==> config.mk <==
export PLATFORM = sky130hd
export DESIGN_NAME = event_timer_pulse_counter
export DESIGN_NICKNAME = d
export VERILOG_FILES = /design/src/hw/count_timer_pkg.sv /design/src/hw/event_timer_pulse_counter.sv /design/src/hw/pin_sync.sv
export SDC_FILE = /design/constraint.sdc
export NUM_CORES = 1
export LEC_CHECK = 0
export BUFFER_PORTS_ARGS = -buffer_cell sky130_fd_sc_hd__buf_2
export CAP_MARGIN = 20
export CORE_MARGIN = 2
export CORE_UTILIZATION = 40
export CTS_BUF_LIST = sky130_fd_sc_hd__clkbuf_8 sky130_fd_sc_hd__clkbuf_16
export CTS_CLUSTER_SIZE = 28
export DETAILED_ROUTE_END_ITERATION = 8
export GPL_TIMING_DRIVEN = 1
export SYNTH_ARGS = -nofsm -noshare
export SYNTH_HDL_FRONTEND = slang
export SYNTH_SLANG_ARGS = --single-unit
==> constraint.sdc <==
create_clock -name mclk -period 2 [get_ports mclk]
set_input_delay 0.4 -clock mclk [delete_from_list [all_inputs] [get_ports mclk]]
set_output_delay 0.4 -clock mclk [all_outputs]
set_load 0.01 [all_outputs]
==> src/hw/count_timer_pkg.sv <==
// constants for the 8-bit timer/event counter block
// assumes an 8-bit data-memory style register port on mclk
package count_timer_pkg;
   localparam logic [7:0] count_register_addr = 8'h0d;
   localparam logic [7:0] count_control_addr  = 8'h0e;
   localparam logic [7:0] count_control_rst   = 8'h08;
   localparam int         psc_lo_pos          = 0;
   localparam int         psc_hi_pos          = 2;
   localparam int         edge_select_pos     = 3;
   localparam int         count_on_pos        = 4;
   localparam int         mode_lo_pos         = 6;
   localparam int         mode_hi_pos         = 7;
   localparam logic [7:0] count_control_wmask = 8'hdf;
   localparam logic [7:0] count_full          = 8'hff;
   localparam logic [1:0] mode_unused         = 2'h0;
   localparam logic [1:0] mode_event          = 2'h1;
   localparam logic [1:0] mode_timer          = 2'h2;
   localparam logic [1:0] mode_pulse          = 2'h3;
   typedef enum logic [1:0] {pw_idle, pw_armed, pw_counting, pw_done} pw_state_t;
endpackage : count_timer_pkg

==> src/hw/event_timer_pulse_counter.sv <==
// 8-bit timer/event counter with preload, prescaler and pulse-width mode
// assumes a cpu register port on mclk; crystal clock arrives as a tick enable
`timescale 1ns/1ps

module event_timer_pulse_counter (
   input  wire logic       mclk,
   input  wire logic       reset,
   input  wire logic [7:0] reg_addr,
   input  wire logic       reg_wr,
   input  wire logic       reg_rd,
   input  wire logic [7:0] reg_wdata,
   output logic      [7:0] reg_rdata,
   input  wire logic       count_pin,
   input  wire logic       rtc_tick,
   input  wire logic       opt_rtc_source,
   input  wire logic       opt_rc_rtc_osc,
   input  wire logic       overflow_irq_enable,
   input  wire logic       overflow_flag_clear,
   output logic            overflow_request_flag,
   output logic            irq_request,
   output logic            wake_up,
   output logic            tone_output
);
   import count_timer_pkg::*;

   // ----------------------------------------
   // registers and pin edge detection
   // ----------------------------------------
   logic [7:0] count_ff;
   logic [7:0] nxt_count;
   logic [7:0] preload_ff;
   logic [7:0] nxt_preload;
   logic [7:0] control_ff;
   logic [7:0] nxt_control;
   logic       flag_ff;
   logic       nxt_flag;
   logic       tone_ff;
   logic       nxt_tone;
   logic       pin_prev_ff;
   logic       nxt_pin_prev;
   logic [7:0] psc_ff;
   logic [7:0] nxt_psc;
   logic [7:0] rdata_ff;
   logic [7:0] nxt_rdata;
   pw_state_t  pw_ff;
   pw_state_t  nxt_pw;
   logic       pin_s;
   logic       rise;
   logic       fall;
   logic       act_edge;
   logic       ret_edge;
   logic       src_tick;
   logic       int_tick;
   logic       count_tick;
   logic       overflow;
   logic       wr_count;
   logic       wr_control;
   logic       rd_count;
   logic [2:0] psc_sel;
   logic [1:0] mode;
   logic       count_on;

   pin_sync u_pin_sync (
      .mclk         (mclk),
      .reset        (reset),
      .pin_in       (count_pin),
      .pin_sync_out (pin_s)
   );

   assign psc_sel  = control_ff[psc_hi_pos:psc_lo_pos];
   assign mode     = control_ff[mode_hi_pos:mode_lo_pos];
   assign count_on = control_ff[count_on_pos];
   assign wr_count   = reg_wr && (reg_addr == count_register_addr);
   assign wr_control = reg_wr && (reg_addr == count_control_addr);
   assign rd_count   = reg_rd && (reg_addr == count_register_addr);

   assign rise = pin_s && !pin_prev_ff;
   assign fall = !pin_s && pin_prev_ff;
   // edge_select 0 = rising, 1 = falling
   assign act_edge = control_ff[edge_select_pos] ? fall : rise;
   assign ret_edge = control_ff[edge_select_pos] ? rise : fall;

   // ----------------------------------------
   // internal clock source and prescaler
   // ----------------------------------------
   // crystal ticks only honoured when the rc plus crystal option is fitted
   assign src_tick = (opt_rtc_source && opt_rc_rtc_osc) ? rtc_tick : 1'b1;

   always_comb begin
      nxt_psc = psc_ff;
      if (src_tick)
         nxt_psc = psc_ff + 8'h01;
   end

   // one tick when the low psc_sel+1 bits roll over
   always_comb begin
      int_tick = src_tick && ((psc_ff | ~((8'h02 << psc_sel) - 8'h01)) == 8'hff);
   end

   // ----------------------------------------
   // count tick selection
   // ----------------------------------------
   always_comb begin
      count_tick = 1'b0;
      unique case (mode)
         mode_event:  count_tick = count_on && act_edge;
         mode_timer:  count_tick = count_on && int_tick;
         mode_pulse:  count_tick = (pw_ff == pw_counting) && int_tick;
         mode_unused: count_tick = 1'b0;
      endcase
      // reading blocks the clock so the value is stable; the tick is lost
      if (rd_count)
         count_tick = 1'b0;
   end

   assign overflow = count_tick && (count_ff == count_full);

   // ----------------------------------------
   // pulse-width measurement sequencer
   // ----------------------------------------
   always_comb begin
      nxt_pw = pw_ff;
      if (mode != mode_pulse || !count_on) begin
         nxt_pw = count_on ? pw_armed : pw_idle;
         if (mode == mode_pulse && pw_ff == pw_done && !count_on)
            nxt_pw = pw_done;
      end else begin
         unique case (pw_ff)
            pw_idle:     nxt_pw = pw_armed;
            // only a transition starts it, not the level at arming
            pw_armed:    if (act_edge) nxt_pw = pw_counting;
            pw_counting: if (ret_edge) nxt_pw = pw_done;
            // held until software rewrites count_on
            pw_done:     nxt_pw = pw_done;
         endcase
      end
      // rearm must also be seen while count_on is still low
      if (wr_control && reg_wdata[count_on_pos] && pw_ff == pw_done)
         nxt_pw = pw_armed;
   end

   // ----------------------------------------
   // counter, preload, control, flag
   // ----------------------------------------
   always_comb begin
      nxt_count   = count_ff;
      nxt_preload = preload_ff;
      nxt_control = control_ff;
      if (overflow)
         nxt_count = preload_ff;
      else if (count_tick)
         nxt_count = count_ff + 8'h01;
      if (wr_count) begin
         nxt_preload = reg_wdata;
         if (!count_on)
            nxt_count = reg_wdata;
      end // enabled writes leave the counter alone
      if (wr_control)
         nxt_control = reg_wdata & count_control_wmask;
      // only pulse mode clears count_on itself
      else if (mode == mode_pulse && pw_ff == pw_counting && ret_edge)
         nxt_control[count_on_pos] = 1'b0;
   end

   always_comb begin
      nxt_flag = flag_ff;
      if (overflow_flag_clear)
         nxt_flag = 1'b0;
      // set beats a same-cycle clear
      if (overflow)
         nxt_flag = 1'b1;
   end

   always_comb begin
      nxt_tone     = overflow ? ~tone_ff : tone_ff;
      nxt_pin_prev = pin_s;
      nxt_rdata    = 8'h00;
      if (reg_rd && reg_addr == count_register_addr)
         nxt_rdata = count_ff;
      else if (reg_rd && reg_addr == count_control_addr)
         nxt_rdata = control_ff;
   end

   always_ff @(posedge mclk) begin
      if (reset) begin
         count_ff    <= 8'h00;
         preload_ff  <= 8'h00;
         control_ff  <= count_control_rst;
         flag_ff     <= 1'b0;
         tone_ff     <= 1'b0;
         pin_prev_ff <= 1'b0;
         psc_ff      <= 8'h00;
         rdata_ff    <= 8'h00;
         pw_ff       <= pw_idle;
      end else begin
         count_ff    <= nxt_count;
         preload_ff  <= nxt_preload;
         control_ff  <= nxt_control;
         flag_ff     <= nxt_flag;
         tone_ff     <= nxt_tone;
         pin_prev_ff <= nxt_pin_prev;
         psc_ff      <= nxt_psc;
         rdata_ff    <= nxt_rdata;
         pw_ff       <= nxt_pw;
      end
   end

   // ----------------------------------------
   // outputs
   // ----------------------------------------
   assign reg_rdata             = rdata_ff;
   assign overflow_request_flag = flag_ff;
   assign irq_request           = flag_ff && overflow_irq_enable;
   assign wake_up               = overflow;
   assign tone_output           = tone_ff;
endmodule : event_timer_pulse_counter

==> src/hw/pin_sync.sv <==
// two-flop synchroniser for the external count input
// assumes the pin is asynchronous to mclk
`timescale 1ns/1ps
module pin_sync (
   input  wire logic mclk,
   input  wire logic reset,
   input  wire logic pin_in,
   output logic      pin_sync_out
);
   logic meta_ff;
   logic nxt_meta;
   logic sync_ff;
   logic nxt_sync;

   always_comb begin
      nxt_meta = pin_in;
      nxt_sync = meta_ff;
   end

   always_ff @(posedge mclk) begin
      if (reset) begin
         meta_ff <= 1'b0;
         sync_ff <= 1'b0;
      end else begin
         meta_ff <= nxt_meta;
         sync_ff <= nxt_sync;
      end
   end

   assign pin_sync_out = sync_ff;
endmodule : pin_sync

==> flow_summary.toml <==
[timing]
post-route-period-util_pct = 102
setup_violations = 1
fin_hold_ws_ps = 302
period_minus_slack_ps = 2030
fmax_ghz = 0.492
grt_setup_unrepaired = "yes"
final.setup.tns_ps = -32.3
tightest_slew_ps = 641
timing.final.ws_setup_ps = -32.3
drv_slew = 0
skew_ps = 4.65
slew_headroom_pct = 57.3
hold_viol_final = 0

[power]
p_leak_nw = 1.11
p_per_area_nw_per_um2 = 567
total_power_mw = 1.60
ir_worst_vdd_mv = 0.321

[placed_design]
pre_cts_ws_ps = -123
portBuffers = 37
gp_congestion = 0.789
hpwl_um = 4160
placed_cells = 389
postPlaceCellArea_um2 = 2660

[clocking]
cts_tree = "done"
clk_pin_slew_worst_paths_ps = 80
cts.sinks = 46
numCtsBuffers = 5
cts_root_buf = "clkbuf_8"
worstSkewPairLatency_ps = 310
cts_max_path_buffers = 2
htree_levels = 2

[setup_path]
critical_path.endpoint_type = "output port"
r2r_start = "control_ff[2]"
worst_path_most_repeated_cell = "buf_6"
critPathSlowestCell = "and4bb_4"
crit_family = "simple AND/OR/NAND/NOR gates"
cp_num_buf_inv = 2
cp_max_fo = 4
cp.arrival_ps = 1630
reg2reg_setup_slack_ps = 140
rr_worst_depth = 8
start_kind = "primary input"
cp_num_cells = 7
criticalPathCategory = "primary input to output port"
endpoint = "wake_up"
cpPeakStageDelay_ps = 310
worstPathCellList = "buf_6, and4bb_4, and4_4, a211oi_2, a21o_4, and2b_2, buf_6"
crit_start = "reg_addr[5]"
r2r-end = "count_ff[5]"
cp.required_ps = 1600

[synthesis]
yosysTopAreaCellShare_pct = 41.8
yosysWarnings = 0
ys_async_sr_fraction_pct = 0
ys.flop_type = "dfxtp_1"
syn_avg_cell_area_um2 = 8.50
syn-num-nets = 287
synth_edf_count = 0
ys_seq_area_share_pct = 41.8
synthTopCellsByArea = "dfxtp_1 (42%), nand2_1 (7.7%), a21oi_1 (5.2%)"
synth.most_common_cell = "dfxtp_1"
synth.distinct_cells = 51
ys_ff_latch = 46
syn_area_um2 = 2200
synthTopCellsByCount = "dfxtp_1 (46), nand2_1 (45), nor2_1 (26), a21oi_1 (23), nand3_1 (12)"
synth_area_leader_cell = "dfxtp_1"
synth_cells = 259

[detailed_routing]
wirelength_um = 5580
postRouteAntennaNets = 0
dr.pass1.iters = 4
wl_per_cell_um = 14.0
remaining_drc_errors = 0
drtIter0Drc = 91
via_per_inst = 5.20
via_count = 2071

[final_layout]
multi_input_area_um2 = 1240
num_antenna_cells = 0
drive_gt1_share_pct = 34.0
fin_nets = 354
nFillCells = 539
fin_util_pct = 52.2
fin_cells = 398
postLayoutCellArea_um2 = 2820
regArea_um2 = 935
syn_to_final_growth_pct = 28.1

[outcome]
violations = "negative setup slack"
outcome = "finished, violations left"

[global_route]
grt_overflow_total = 0
antenna_found_initial = 0
grt_pass1_wl_um = 9510
grt_max_degree = 32
grt_usage_pct = 19.6
grt_pass1_vias = 1996

[floorplan]
num_rows = 27
die_area_um2 = 6110
pin_count = 38
start_util_pct = 40.7
die_w_um = 78.2
die_h_um = 78.2
core_um2 = 5410

[worst_hold_path]
hold_class = "primary input to flip-flop"

[job]
cap_viol_max_count = 0
## timing repair
item                                    CTS  global route
hold buffers                              0             0
buffers inserted                          2             0
gates resized for setup                  17             5
pin swaps                                 6             0
endpoints found under the setup margin    2             1
## final cells by class
| class | instances | area share (%) |
|---|---|---|
| multi-input combinational | 197 | 44.0 |
| sequential | 46 | 33.1 |
| timing repair buffer | 72 | 16.3 |
| tap | 72 | 3.19 |
| clock buffer | 5 | 2.44 |
| inverter | 4 | 0.532 |
| clock inverter | 2 | 0.355 |
## sequential cells by signal, indices dropped and copies added (netlist names), 2 cells and up
name        cells
count_ff        8
reg_rdata       8
preload_ff      8
control_ff      7
psc_ff          8
pw_ff           2
## how the worst min path moves through the flow
| stage | from | to | slack, ps | cells after the start |
|---|---|---|---|---|
| 2_1_floorplan | u_pin_sync.meta_ff | u_pin_sync.pin_sync_out | 410 | 1 |
| 3_3_place_gp | u_pin_sync.meta_ff | u_pin_sync.pin_sync_out | 420 | 1 |
| 3_5_place_dp | u_pin_sync.meta_ff | u_pin_sync.pin_sync_out | 430 | 1 |
| 4_1_cts | count_pin | u_pin_sync.meta_ff | 300 | 2 |
| 5_1_grt | reg_wdata[5] | count_ff[5] | 310 | 2 |
| 6_report | count_pin | u_pin_sync.meta_ff | 300 | 2 |
## report_power, final
part           leakage [nW]  total (mW)  switching (mW)  internal, mW
Clock                0.0438       0.551           0.316         0.235
Sequential            0.375       0.935          0.0107         0.924
Combinational         0.695       0.112          0.0593        0.0531
Total                  1.11        1.60           0.386          1.21
## cells by family (layout without fill, tap and decap cells)
| group | count (synthesis) | in the layout | synth area share [%] |
|---|---|---|---|
| DFF | 46 | 46 | 41.8 |
| xor gates and xnor gates | 7 | 7 | 2.79 |
| adders and majority gates | 2 | 2 | 1.14 |
| buffers and inverters | 16 | 83 | 3.52 |
| muxes | 6 | 6 | 2.73 |
| AOI/OAI and AO/OA | 62 | 62 | 20.2 |
| and+or+nand+nor | 120 | 120 | 27.7 |
## worst register-to-register path, cell delays in order, from the launching register on
cell,delay [ps]
dfxtp_4,370
inv_2,80
o21ai_2,70
a2111oi_4,370
a21o_4,170
buf_4,190
a21oi_1,100
a2111oi_2,350
a21o_1,120
## layer usage
metal / track usage [%] / part of all wire [%] / up-vias
met5: 0 / 0 / -
met4: 5.61 / 0.88 / 0
met3: 3.79 / 4.6 / 4
met2: 32.8 / 49 / 43
met1: 25.9 / 46 / 968
li1: - / - / 1056
## layout by cell type (no fill, tap or decap), types with 2 or more instances in the layout
| cell type | synthesis | final |
|---|---|---|
| a211oi_1 | 2 | 2 |
| a211oi_2 | 3 | 3 |
| buf_6 | 2 | 2 |
| dfxtp_1 | 46 | 39 |
| inv_1 | 4 | 3 |
| a31oi_1 | 2 | 2 |
| clkbuf_8 | 0 | 5 |
| xor2_1 | 5 | 5 |
| nand4_1 | 6 | 6 |
| and3_1 | 3 | 3 |
| nand2b_1 | 4 | 4 |
| xnor2_1 | 2 | 2 |
| dfxtp_2 | 0 | 5 |
| nand3b_1 | 2 | 2 |
| buf_4 | 0 | 35 |
| buf_2 | 2 | 35 |
| nand2_1 | 45 | 45 |
| or2_2 | 2 | 2 |
| dfxtp_4 | 0 | 2 |
| clkinv_2 | 0 | 2 |
| o21ai_0 | 8 | 6 |
| o21ai_1 | 2 | 3 |
| o211ai_1 | 3 | 3 |
| nor2b_2 | 0 | 2 |
| mux2i_1 | 6 | 5 |
| nor2b_1 | 6 | 4 |
| a22oi_1 | 7 | 7 |
| or3_1 | 2 | 2 |
| ha_1 | 2 | 2 |
| a21oi_1 | 23 | 22 |
| nand3_1 | 12 | 12 |
| nor2_1 | 26 | 26 |
(Power assumes the default switching activity.)
